File: config.mk
export PLATFORM = sky130hd
export DESIGN_NAME = dpw_wiper_slave
export DESIGN_NICKNAME = d
export VERILOG_FILES = /design/src/hdl/dpw_pkg.sv /design/src/hdl/dpw_line_edge.sv /design/src/hdl/dpw_store.sv /design/src/hdl/dpw_wiper_slave.sv
export VERILOG_INCLUDE_DIRS = /design/src /design/src/hdl
export SDC_FILE = /design/constraint.sdc
export NUM_CORES = 1
export LEC_CHECK = 0
export BUFFER_PORTS_ARGS = -buffer_cell sky130_fd_sc_hd__buf_4
export CAP_MARGIN = 20
export CORE_MARGIN = 5
export CORE_UTILIZATION = 60
export CTS_CLUSTER_SIZE = 40
export DETAILED_ROUTE_END_ITERATION = 16
export PLACE_DENSITY_LB_ADDON = 0.25
export SKIP_CTS_REPAIR_TIMING = 1
export SLEW_MARGIN = 20
export SYNTH_ARGS = -nofsm -noshare
export SYNTH_HDL_FRONTEND = slang
export SYNTH_SLANG_ARGS = --single-unit
File: constraint.sdc
create_clock -name CLK_SYS -period 15 [get_ports CLK_SYS]
set_clock_uncertainty 0.15 [all_clocks]
set_input_delay 3 -clock CLK_SYS [delete_from_list [all_inputs] [get_ports CLK_SYS]]
set_output_delay 3 -clock CLK_SYS [all_outputs]
set_load 0.02 [all_outputs]
File: src/hdl/dpw_cfg.svh
// Shared constants for the dual wiper serial slave
// Assumes it is included by bare name before any use
`ifndef DPW_CFG_SVH
`define DPW_CFG_SVH

// Sizes
`define DPW_POTS 2
`define DPW_SLOTS 4
`define DPW_POS_W 6

// Reset and power-up values
`define DPW_STORE_INIT 6'h20
`define DPW_WIP_RST 6'h00
`define DPW_LINE_IDLE 2'h3

// Address byte: type code, four straps, read bit
`define DPW_TYPE_ID 3'h5
`define DPW_TYPE_HI 7
`define DPW_TYPE_LO 5
`define DPW_STRAP_HI 4
`define DPW_STRAP_LO 1
`define DPW_RW_BIT 0

// Instruction byte: opcode, slot, pot
`define DPW_OP_HI 7
`define DPW_OP_LO 4
`define DPW_SLOT_HI 3
`define DPW_SLOT_LO 2
`define DPW_POT_BIT 0
`define DPW_STEP_BIT 0
`define DPW_LAST_BIT 3'h7

// Opcodes
`define DPW_OP_RD_WIP 4'h9
`define DPW_OP_WR_WIP 4'hA
`define DPW_OP_RD_STO 4'hB
`define DPW_OP_WR_STO 4'hC
`define DPW_OP_TO_WIP 4'hD
`define DPW_OP_TO_STO 4'hE
`define DPW_OP_STEP 4'h2
`endif

File: src/hdl/dpw_pkg.sv
// Types shared by the dual wiper serial slave
// Assumes dpw_cfg.svh is on the include path
`include "dpw_cfg.svh"
package dpw_pkg;
  // Serial engine states, one-hot
  typedef enum logic [8:0] {
    ST_IDLE = 9'h001,
    ST_ADDR = 9'h002,
    ST_ACK_A = 9'h004,
    ST_INSTR = 9'h008,
    ST_ACK_I = 9'h010,
    ST_DATA = 9'h020,
    ST_ACK_D = 9'h040,
    ST_SEND = 9'h080,
    ST_ACK_M = 9'h100
  } dpw_state_e;
  // Instruction opcode
  typedef logic [3:0] dpw_op_t;
endpackage

File: src/hdl/dpw_line_edge.sv
// Samples the serial clock and data lines and flags their events
// Assumes both lines are synchronous to the system clock
`timescale 1ns/1ns
`include "dpw_cfg.svh"
module dpw_line_edge (
  input wire logic clk,
  input wire logic rst,
  input wire logic scl,
  input wire logic sda,
  output logic scl_lv,
  output logic sda_lv,
  output logic scl_rise,
  output logic scl_fall,
  output logic start,
  output logic stop
);
  logic [1:0] cur_q, cur_d, old_q, old_d;

  // Next samples: pins now and one cycle back
  always_comb begin
    cur_d = {scl, sda};
    old_d = cur_q;
  end

  // Sample registers, lines idle high
  always_ff @(posedge clk or posedge rst) begin
    if (rst) begin
      cur_q <= `DPW_LINE_IDLE;
      old_q <= `DPW_LINE_IDLE;
    end else begin
      cur_q <= cur_d;
      old_q <= old_d;
    end
  end

  // Clock edges, and data moving while clock stays high
  assign scl_lv = cur_q[1];
  assign sda_lv = cur_q[0];
  assign scl_rise = cur_q[1] & ~old_q[1];
  assign scl_fall = ~cur_q[1] & old_q[1];
  assign start = cur_q[1] & old_q[1] & old_q[0] & ~cur_q[0];
  assign stop = cur_q[1] & old_q[1] & ~old_q[0] & cur_q[0];
endmodule

File: src/hdl/dpw_store.sv
// Wiper registers and nonvolatile stored settings with power-up recall
// Assumes one write strobe at a time from the serial engine
`timescale 1ns/1ns
`include "dpw_cfg.svh"
module dpw_store #(
  parameter int POTS = `DPW_POTS,
  parameter int SLOTS = `DPW_SLOTS,
  parameter int W = `DPW_POS_W
) (
  input wire logic clk,
  input wire logic rst,
  input wire logic wp_n,
  input wire logic wr_wip,
  input wire logic wr_sto,
  input wire logic [$clog2(POTS)-1:0] pot,
  input wire logic [$clog2(SLOTS)-1:0] slot,
  input wire logic [W-1:0] wdata,
  output logic [POTS-1:0][W-1:0] wip_q,
  output logic [W-1:0] sto_rd
);
  localparam int AW = $clog2(POTS * SLOTS);
  logic [W-1:0] mem_q [POTS*SLOTS] = '{default: `DPW_STORE_INIT};
  logic [W-1:0] mem_d [POTS*SLOTS];
  logic [POTS-1:0][W-1:0] wip_d;
  logic rcl_q, rcl_d;
  logic [AW-1:0] addr;

  // Flat slot index of the selected pot
  assign addr = AW'(pot * SLOTS + slot);
  assign sto_rd = mem_q[addr];

  // Next wiper and stored values
  always_comb begin
    wip_d = wip_q;
    mem_d = mem_q;
    rcl_d = 1'b0;
    if (rcl_q) begin
      for (int p = 0; p < POTS; p++) begin
        wip_d[p] = mem_q[p * SLOTS];
      end
    end else if (wr_wip) begin
      wip_d[pot] = wdata;
    end
    if (wr_sto && wp_n) begin
      mem_d[addr] = wdata;
    end
  end

  // Wiper registers, recall armed by reset
  always_ff @(posedge clk or posedge rst) begin
    if (rst) begin
      wip_q <= {POTS{`DPW_WIP_RST}};
      rcl_q <= 1'b1;
    end else begin
      wip_q <= wip_d;
      rcl_q <= rcl_d;
    end
  end

  // Stored settings survive reset
  always_ff @(posedge clk) begin
    mem_q <= mem_d;
  end
endmodule

File: src/hdl/dpw_wiper_slave.sv
// Top of the dual wiper serial slave: two-wire engine and command decoder
// Assumes SCL and SDA_IN are synchronous and each bus phase lasts 2+ cycles
`timescale 1ns/1ns
`include "dpw_cfg.svh"
module dpw_wiper_slave #(
  parameter int POS_W = `DPW_POS_W
) (
  input wire logic CLK_SYS,
  input wire logic RST,
  input wire logic SCL,
  input wire logic SDA_IN,
  output logic SDA_OUT,
  output logic SDA_OE,
  input wire logic ADDR_STRAP_0,
  input wire logic ADDR_STRAP_1,
  input wire logic ADDR_STRAP_2,
  input wire logic ADDR_STRAP_3,
  input wire logic WP_N,
  output logic [POS_W-1:0] WIPER_POS_0,
  output logic [POS_W-1:0] WIPER_POS_1,
  output logic [(1<<POS_W)-1:0] TAP_SEL_0,
  output logic [(1<<POS_W)-1:0] TAP_SEL_1
);
  localparam int POTS = `DPW_POTS;
  localparam int SLOTS = `DPW_SLOTS;
  localparam int SW = $clog2(SLOTS);
  localparam int TAPS = 1 << POS_W;

  // One-hot tap select from a wiper position
  function automatic logic [TAPS-1:0] pos_hot(input logic [POS_W-1:0] pos);
    logic [TAPS-1:0] hot;
    hot = '0;
    hot[pos] = 1'b1;
    return hot;
  endfunction

  // Whether a byte of this opcode earns an acknowledge
  function automatic logic op_ack(input dpw_pkg::dpw_op_t op, input logic wpn,
                                  input logic dat);
    logic nv;
    nv = (op == `DPW_OP_WR_STO) || (op == `DPW_OP_TO_STO);
    if (nv && !wpn) begin
      return 1'b0;
    end
    if (dat) begin
      return (op == `DPW_OP_WR_WIP) || (op == `DPW_OP_WR_STO) || (op == `DPW_OP_STEP);
    end
    return (op == `DPW_OP_RD_WIP) || (op == `DPW_OP_WR_WIP) || (op == `DPW_OP_RD_STO) ||
           (op == `DPW_OP_WR_STO) || (op == `DPW_OP_TO_WIP) || (op == `DPW_OP_TO_STO) ||
           (op == `DPW_OP_STEP);
  endfunction

  dpw_pkg::dpw_state_e st_q, st_d;
  dpw_pkg::dpw_op_t op_q, op_d;
  logic [2:0] cnt_q, cnt_d;
  logic [7:0] sh_q, sh_d;
  logic oe_q, oe_d;
  logic drv_q, drv_d;
  logic ok_q, ok_d;
  logic rw_q, rw_d;
  logic rds_q, rds_d;
  logic pot_q, pot_d;
  logic [SW-1:0] slot_q, slot_d;
  logic wr_wip, wr_sto;
  logic [POS_W-1:0] wdata, sto_rd, wip_cur, step;
  logic [POTS-1:0][POS_W-1:0] wip_all;
  logic [POTS-1:0][TAPS-1:0] tap_q, tap_d;
  logic [7:0] rx, rbyte;
  logic [3:0] straps;
  logic scl_lv, sda_lv, scl_rise, scl_fall, start, stop;
  logic in_ack, ack_edge;

  // Line sampler and event flags
  dpw_line_edge u_edge (
    .clk(CLK_SYS),
    .rst(RST),
    .scl(SCL),
    .sda(SDA_IN),
    .scl_lv(scl_lv),
    .sda_lv(sda_lv),
    .scl_rise(scl_rise),
    .scl_fall(scl_fall),
    .start(start),
    .stop(stop)
  );

  // Wiper registers and stored settings
  dpw_store #(
    .POTS(POTS),
    .SLOTS(SLOTS),
    .W(POS_W)
  ) u_store (
    .clk(CLK_SYS),
    .rst(RST),
    .wp_n(WP_N),
    .wr_wip(wr_wip),
    .wr_sto(wr_sto),
    .pot(pot_q),
    .slot(slot_q),
    .wdata(wdata),
    .wip_q(wip_all),
    .sto_rd(sto_rd)
  );

  // Straps form the address, strap 0 lowest
  assign straps = {ADDR_STRAP_3, ADDR_STRAP_2, ADDR_STRAP_1, ADDR_STRAP_0};
  assign rx = {sh_q[6:0], sda_lv};
  assign wip_cur = wip_all[pot_q];
  assign rbyte = 8'(rds_q ? sto_rd : wip_cur);
  assign in_ack = (st_q == dpw_pkg::ST_ACK_A) || (st_q == dpw_pkg::ST_ACK_I) ||
                  (st_q == dpw_pkg::ST_ACK_D);
  assign ack_edge = in_ack && !drv_q && scl_fall;

  // Saturating one-tap step, bit 0 of the data byte picks direction
  assign step = sh_q[`DPW_STEP_BIT] ?
                ((wip_cur == {POS_W{1'b1}}) ? wip_cur : wip_cur + 1'b1) :
                ((wip_cur == '0) ? wip_cur : wip_cur - 1'b1);

  // Serial engine: next state, shifter and register strobes
  always_comb begin
    st_d = st_q;
    cnt_d = cnt_q;
    sh_d = sh_q;
    oe_d = oe_q;
    drv_d = drv_q;
    ok_d = ok_q;
    rw_d = rw_q;
    rds_d = rds_q;
    op_d = op_q;
    pot_d = pot_q;
    slot_d = slot_q;
    wr_wip = 1'b0;
    wr_sto = 1'b0;
    wdata = sh_q[POS_W-1:0];
    if (stop) begin
      st_d = dpw_pkg::ST_IDLE;
      oe_d = 1'b0;
      drv_d = 1'b0;
    end else if (start) begin
      st_d = dpw_pkg::ST_ADDR;
      cnt_d = '0;
      oe_d = 1'b0;
      drv_d = 1'b0;
    end else begin
      case (st_q)
        dpw_pkg::ST_ADDR, dpw_pkg::ST_INSTR, dpw_pkg::ST_DATA: begin
          // Data bits are taken on the rising serial clock
          if (scl_rise) begin
            sh_d = rx;
            cnt_d = cnt_q + 3'h1;
            if (cnt_q == `DPW_LAST_BIT) begin
              if (st_q == dpw_pkg::ST_ADDR) begin
                ok_d = (rx[`DPW_TYPE_HI:`DPW_TYPE_LO] == `DPW_TYPE_ID) &&
                       (rx[`DPW_STRAP_HI:`DPW_STRAP_LO] == straps);
                rw_d = rx[`DPW_RW_BIT];
                st_d = dpw_pkg::ST_ACK_A;
              end else if (st_q == dpw_pkg::ST_INSTR) begin
                op_d = rx[`DPW_OP_HI:`DPW_OP_LO];
                slot_d = rx[`DPW_SLOT_HI:`DPW_SLOT_LO];
                pot_d = rx[`DPW_POT_BIT];
                ok_d = op_ack(rx[`DPW_OP_HI:`DPW_OP_LO], WP_N, 1'b0);
                st_d = dpw_pkg::ST_ACK_I;
              end else begin
                ok_d = op_ack(op_q, WP_N, 1'b1);
                st_d = dpw_pkg::ST_ACK_D;
              end
            end
          end
        end
        dpw_pkg::ST_ACK_A, dpw_pkg::ST_ACK_I, dpw_pkg::ST_ACK_D: begin
          if (scl_fall && !drv_q) begin
            // Open the acknowledge slot and carry out the byte
            drv_d = 1'b1;
            oe_d = ok_q;
            if (ok_q && st_q == dpw_pkg::ST_ACK_I) begin
              case (op_q)
                `DPW_OP_RD_WIP: begin
                  rds_d = 1'b0;
                end
                `DPW_OP_RD_STO: begin
                  rds_d = 1'b1;
                end
                `DPW_OP_TO_WIP: begin
                  wr_wip = 1'b1;
                  wdata = sto_rd;
                end
                `DPW_OP_TO_STO: begin
                  wr_sto = 1'b1;
                  wdata = wip_cur;
                end
                default: begin
                end
              endcase
            end
            if (ok_q && st_q == dpw_pkg::ST_ACK_D) begin
              if (op_q == `DPW_OP_WR_WIP) begin
                wr_wip = 1'b1;
              end else if (op_q == `DPW_OP_WR_STO) begin
                wr_sto = 1'b1;
              end else if (op_q == `DPW_OP_STEP) begin
                wr_wip = 1'b1;
                wdata = step;
              end
            end
          end else if (scl_fall) begin
            // Close the slot; a refused byte drops the transfer
            drv_d = 1'b0;
            oe_d = 1'b0;
            cnt_d = '0;
            if (!ok_q) begin
              st_d = dpw_pkg::ST_IDLE;
            end else if (st_q == dpw_pkg::ST_ACK_A && rw_q) begin
              st_d = dpw_pkg::ST_SEND;
              sh_d = rbyte;
              oe_d = ~rbyte[7];
            end else if (st_q == dpw_pkg::ST_ACK_A) begin
              st_d = dpw_pkg::ST_INSTR;
            end else begin
              st_d = dpw_pkg::ST_DATA;
            end
          end
        end
        dpw_pkg::ST_SEND: begin
          // Next bit goes out while the serial clock is low
          if (scl_fall) begin
            if (cnt_q == `DPW_LAST_BIT) begin
              oe_d = 1'b0;
              cnt_d = '0;
              st_d = dpw_pkg::ST_ACK_M;
            end else begin
              sh_d = {sh_q[6:0], 1'b0};
              oe_d = ~sh_q[6];
              cnt_d = cnt_q + 3'h1;
            end
          end
        end
        dpw_pkg::ST_ACK_M: begin
          // Master acknowledge asks for the same register again
          if (scl_rise) begin
            ok_d = ~sda_lv;
          end else if (scl_fall) begin
            if (ok_q) begin
              st_d = dpw_pkg::ST_SEND;
              sh_d = rbyte;
              oe_d = ~rbyte[7];
            end else begin
              st_d = dpw_pkg::ST_IDLE;
            end
          end
        end
        default: begin
        end
      endcase
    end
  end

  // Serial engine registers
  always_ff @(posedge CLK_SYS or posedge RST) begin
    if (RST) begin
      st_q <= dpw_pkg::ST_IDLE;
      cnt_q <= '0;
      sh_q <= '0;
      oe_q <= 1'b0;
      drv_q <= 1'b0;
      ok_q <= 1'b0;
      rw_q <= 1'b0;
      rds_q <= 1'b0;
      op_q <= '0;
      pot_q <= 1'b0;
      slot_q <= '0;
    end else begin
      st_q <= st_d;
      cnt_q <= cnt_d;
      sh_q <= sh_d;
      oe_q <= oe_d;
      drv_q <= drv_d;
      ok_q <= ok_d;
      rw_q <= rw_d;
      rds_q <= rds_d;
      op_q <= op_d;
      pot_q <= pot_d;
      slot_q <= slot_d;
    end
  end

  // Tap decode for every pot
  always_comb begin
    for (int p = 0; p < POTS; p++) begin
      tap_d[p] = pos_hot(wip_all[p]);
    end
  end

  // Tap select registers, tap 0 matches wiper reset
  always_ff @(posedge CLK_SYS or posedge RST) begin
    if (RST) begin
      tap_q <= {POTS{{{(TAPS-1){1'b0}}, 1'b1}}};
    end else begin
      tap_q <= tap_d;
    end
  end

  // Data pin only ever pulls low
  assign SDA_OUT = 1'b0;
  assign SDA_OE = oe_q;
  assign WIPER_POS_0 = wip_all[0];
  assign WIPER_POS_1 = wip_all[1];
  assign TAP_SEL_0 = tap_q[0];
  assign TAP_SEL_1 = tap_q[1];
endmodule

==> flow_summary_export.csv <==
group,metric,value,unit
worst_setup_path,slowest_stage,"dfrtp_1",
layout,antenna_cells,0,
drt,wl_per_cell,20.5,µm
pwr,vdd_drop_max,0.0935,mV
worst_setup_path,path_cells,"buf_4",
sta,setup_viol,0,
floorplanning,rows,46,
grt,antenna_found_initial,1,
sta,finalSetupTns,0,ps
pwr,intPower,1020,µW
floorplanning,num_io_pins,151,
run,cap_violations,0,
pwr,p_leak,0.00514,µW
grt,met2_usage,41.6,%
clock_tree,htreeDepth,1,
sta,max_clock_freq,220,MHz
sta,slew_headroom,38.0,%
clock_tree,clkTransAtPathRegs,60,ps
pwr,total_power,1370,µW
layout,nets,968,
floorplanning,initial_utilization,60.6,%
drt,initialDrtViolationCount,834,
yosys,synth_common_cells,"nor2_1 (175), dfrtp_1 (168), edfxtp_1 (48), clkbuf_1 (33), nand2_1 (32)",
place,place_inst,1146,
yosys,synth_cells,826,
layout,nFillCells,1109,
sta,period_needed,4540,ps
place,port_buffers,149,
yosys,synth.most_common_cell,"nor2_1",
sta,hold_viol,0,
layout,area_growth,20.2,%
grt,gr-max-usage-layer,"met2",
yosys,yosysTopAreaCell,"dfrtp_1",
grt,grt_pass1_wl,37800,µm
drt,via_per_inst,5.99,
worst_setup_path,crit_buf_inv,1,
yosys,synth_edf_count,48,
grt,met1_usage,37.3,%
grt,grt_max_degree,99,
worst_setup_path,critPathTopFamily,"flip-flops",
sta,tightestPinTransition,930,ps
yosys,ys_ff_latch,224,
pwr,p_comb_share,10.5,%
yosys,synthArstFlopShare,78.6,%
grt,grtUsageMet3,5.07,%
run_status,status,"completed",
grt,grt_pass1_vias,6649,
grt,grt_usage,26.2,%
worst_setup_path,end_kind,"output pin",
worst_setup_path,critPathMaxStageDelay,630,ps
worst_setup_path,crit_arrival,1390,ps
pwr,netSwitchingPower,346,µW
drt,drt_wl_total,24300,µm
pwr,p_clk_share,40.0,%
place,dp_hpwl,16600,µm
yosys,yosys-top-cells-area,"dfrtp_1 (44%), edfxtp_1 (15%), nor2_1 (6.9%)",
layout,drive_gt1_share,23.7,%
sta,rsz0062_at_grt,"false",
clock_tree,clockRootBuffer,"clkbuf_16",
yosys,yosys_warnings,0,
sta,finalCritPeriodShare,30.3,%
clock_tree,clockBufferDepth,3,
yosys,syn_avg_cell_area,11.6,µm²
yosys,synth_ff_type,"dfrtp_1",
worst_setup_path,crit_fanout,14,
drt,drc,0,
yosys,yosysUniqueCellTypes,71,
clock_tree,cts_tree,"built",
floorplanning,die_y,136,µm
floorplanning,core,15800,µm²
layout,fin_cells,1186,
yosys,seq_area_frac_synth,61.2,%
worst_setup_path,cp.required,11850,ps
clock_tree,cts_made_buffers,22,
yosys,yosysTopAreaCellShare,44.0,%
floorplanning,die_w,136,µm
worst_setup_path,critPathLaunchType,"register",
grt,grt_overflow,0,
drt,drtAntennaViolNets,0,
sta,slew_viol_final,0,
clock_tree,clk-insertion-delay-late,510,ps
yosys,synth_area,9560,µm²
clock_tree,cts.sinks,224,
worst_setup_path,path_class,"reg2out",
drt,vias,7109,
pwr,p_seq_share,49.6,%
pwr,swShare,25.3,%
drt,drtPass1Iterations,5,
sta,hold_ws,245,ps
pwr,powerDensity,119,nW/µm²
floorplanning,die_area,18600,µm²
layout,postLayoutCoreUtil,72.9,%
place,gp_congestion,0.944,
hold_path,worstHoldPathType,"reg2reg",
==> state kept, by name, indices dropped and copies added, names as in the netlist <==
register and cells:
ok_q 1, st_q 9, cnt_q 3, rw_q 1, rds_q 1, pot_q 1, u_store.mem_q 48, slot_q 2
u_store.rcl_q 1, op_q 4, drv_q 1, sh_q 7, u_edge.old_q 2, u_store.wip_q 12, TAP_SEL_1 64, TAP_SEL_0 64
u_edge.cur_q 2, SDA_OE 1
==> final timing paths <==
kind                                         startpoint                          end  slack [ps]  depth (start not counted)
setup / recovery           u_store.wip_q[8]$_DFFE_PP0P_               WIPER_POS_1[2]       10460                          1
hold / removal                u_edge.cur_q[1]$_DFF_PP1_    u_edge.old_q[1]$_DFF_PP1_         240                          0
setup reg to reg                      pot_q$_DFFE_PP0P_  u_store.mem_q[36]$_DFFE_PP_       11380                          7
hold reg to reg               u_edge.cur_q[1]$_DFF_PP1_    u_edge.old_q[1]$_DFF_PP1_         240                          0
max in group asynchronous                           RST      TAP_SEL_0[61]$_DFF_PP0_       10740                          3
min in group asynchronous                           RST      TAP_SEL_1[31]$_DFF_PP0_        2510                          2
==> logic make-up after synthesis <==
family          synth area share [%]
fa+ha+maj                      0.654
xor+xnor                        1.01
flops                           61.2
buf+inv                         2.96
compound gates                  7.90
other cells                   0.0392
simple gates                    18.7
mux                             7.51
==> area by class of cell <==
class / count / area, µm² / share of cell area [%]
flip-flops and latches: 224 / 5860 / 50.9
clock buffers: 28 / 573 / 4.98
clock inverters: 12 / 146 / 1.27
well taps: 216 / 270 / 2.35
multi-input cells: 533 / 3430 / 29.8
inverters: 21 / 83.8 / 0.729
repair buffers: 152 / 1140 / 9.92
==> routing by layer <==
layer	part of all wire [%]	vias up
li1	-	3175
met1	41	3492
met2	47	380
met3	9.1	60
met4	2.5	2
met5	0.054	-
==> through the flow <==
stage	cell area, µm²	worst slack (ps)
final	11500	10460
after global routing	11500	10330
after CTS	11500	10450
after detailed placement	10800	9960
after global placement	10800	10050
after floorplan	9570	7090
==> power groups by stage <==
| stage | combinational [µW] | clock (µW) | sequential (µW) |
|---|---|---|---|
| after floorplan | 105 | 0 | 677 |
| after CTS | 143 | 557 | 677 |
| after global placement | 139 | 0 | 688 |
| after global routing | 158 | 585 | 681 |
| final | 143 | 547 | 678 |
| after detailed placement | 142 | 0 | 689 |
==> cell usage in the layout, fill, tap and decap left out, types with 10 or more instances in the layout <==
cell	n
inv_1	20
nand2_1	32
nor2_1	175
buf_4	152
nand3_1	15
dfrtp_1	168
a21oi_1	22
nand3b_1	18
o21ai_0	13
clkbuf_16	22
or3_1	10
nand2b_1	12
nor3_1	20
edfxtp_1	48
mux2i_1	20
nor3b_1	12
mux4_2	12
mux2_2	11
mux2_1	11
Note: power is estimated with default switching activity, not from simulation.
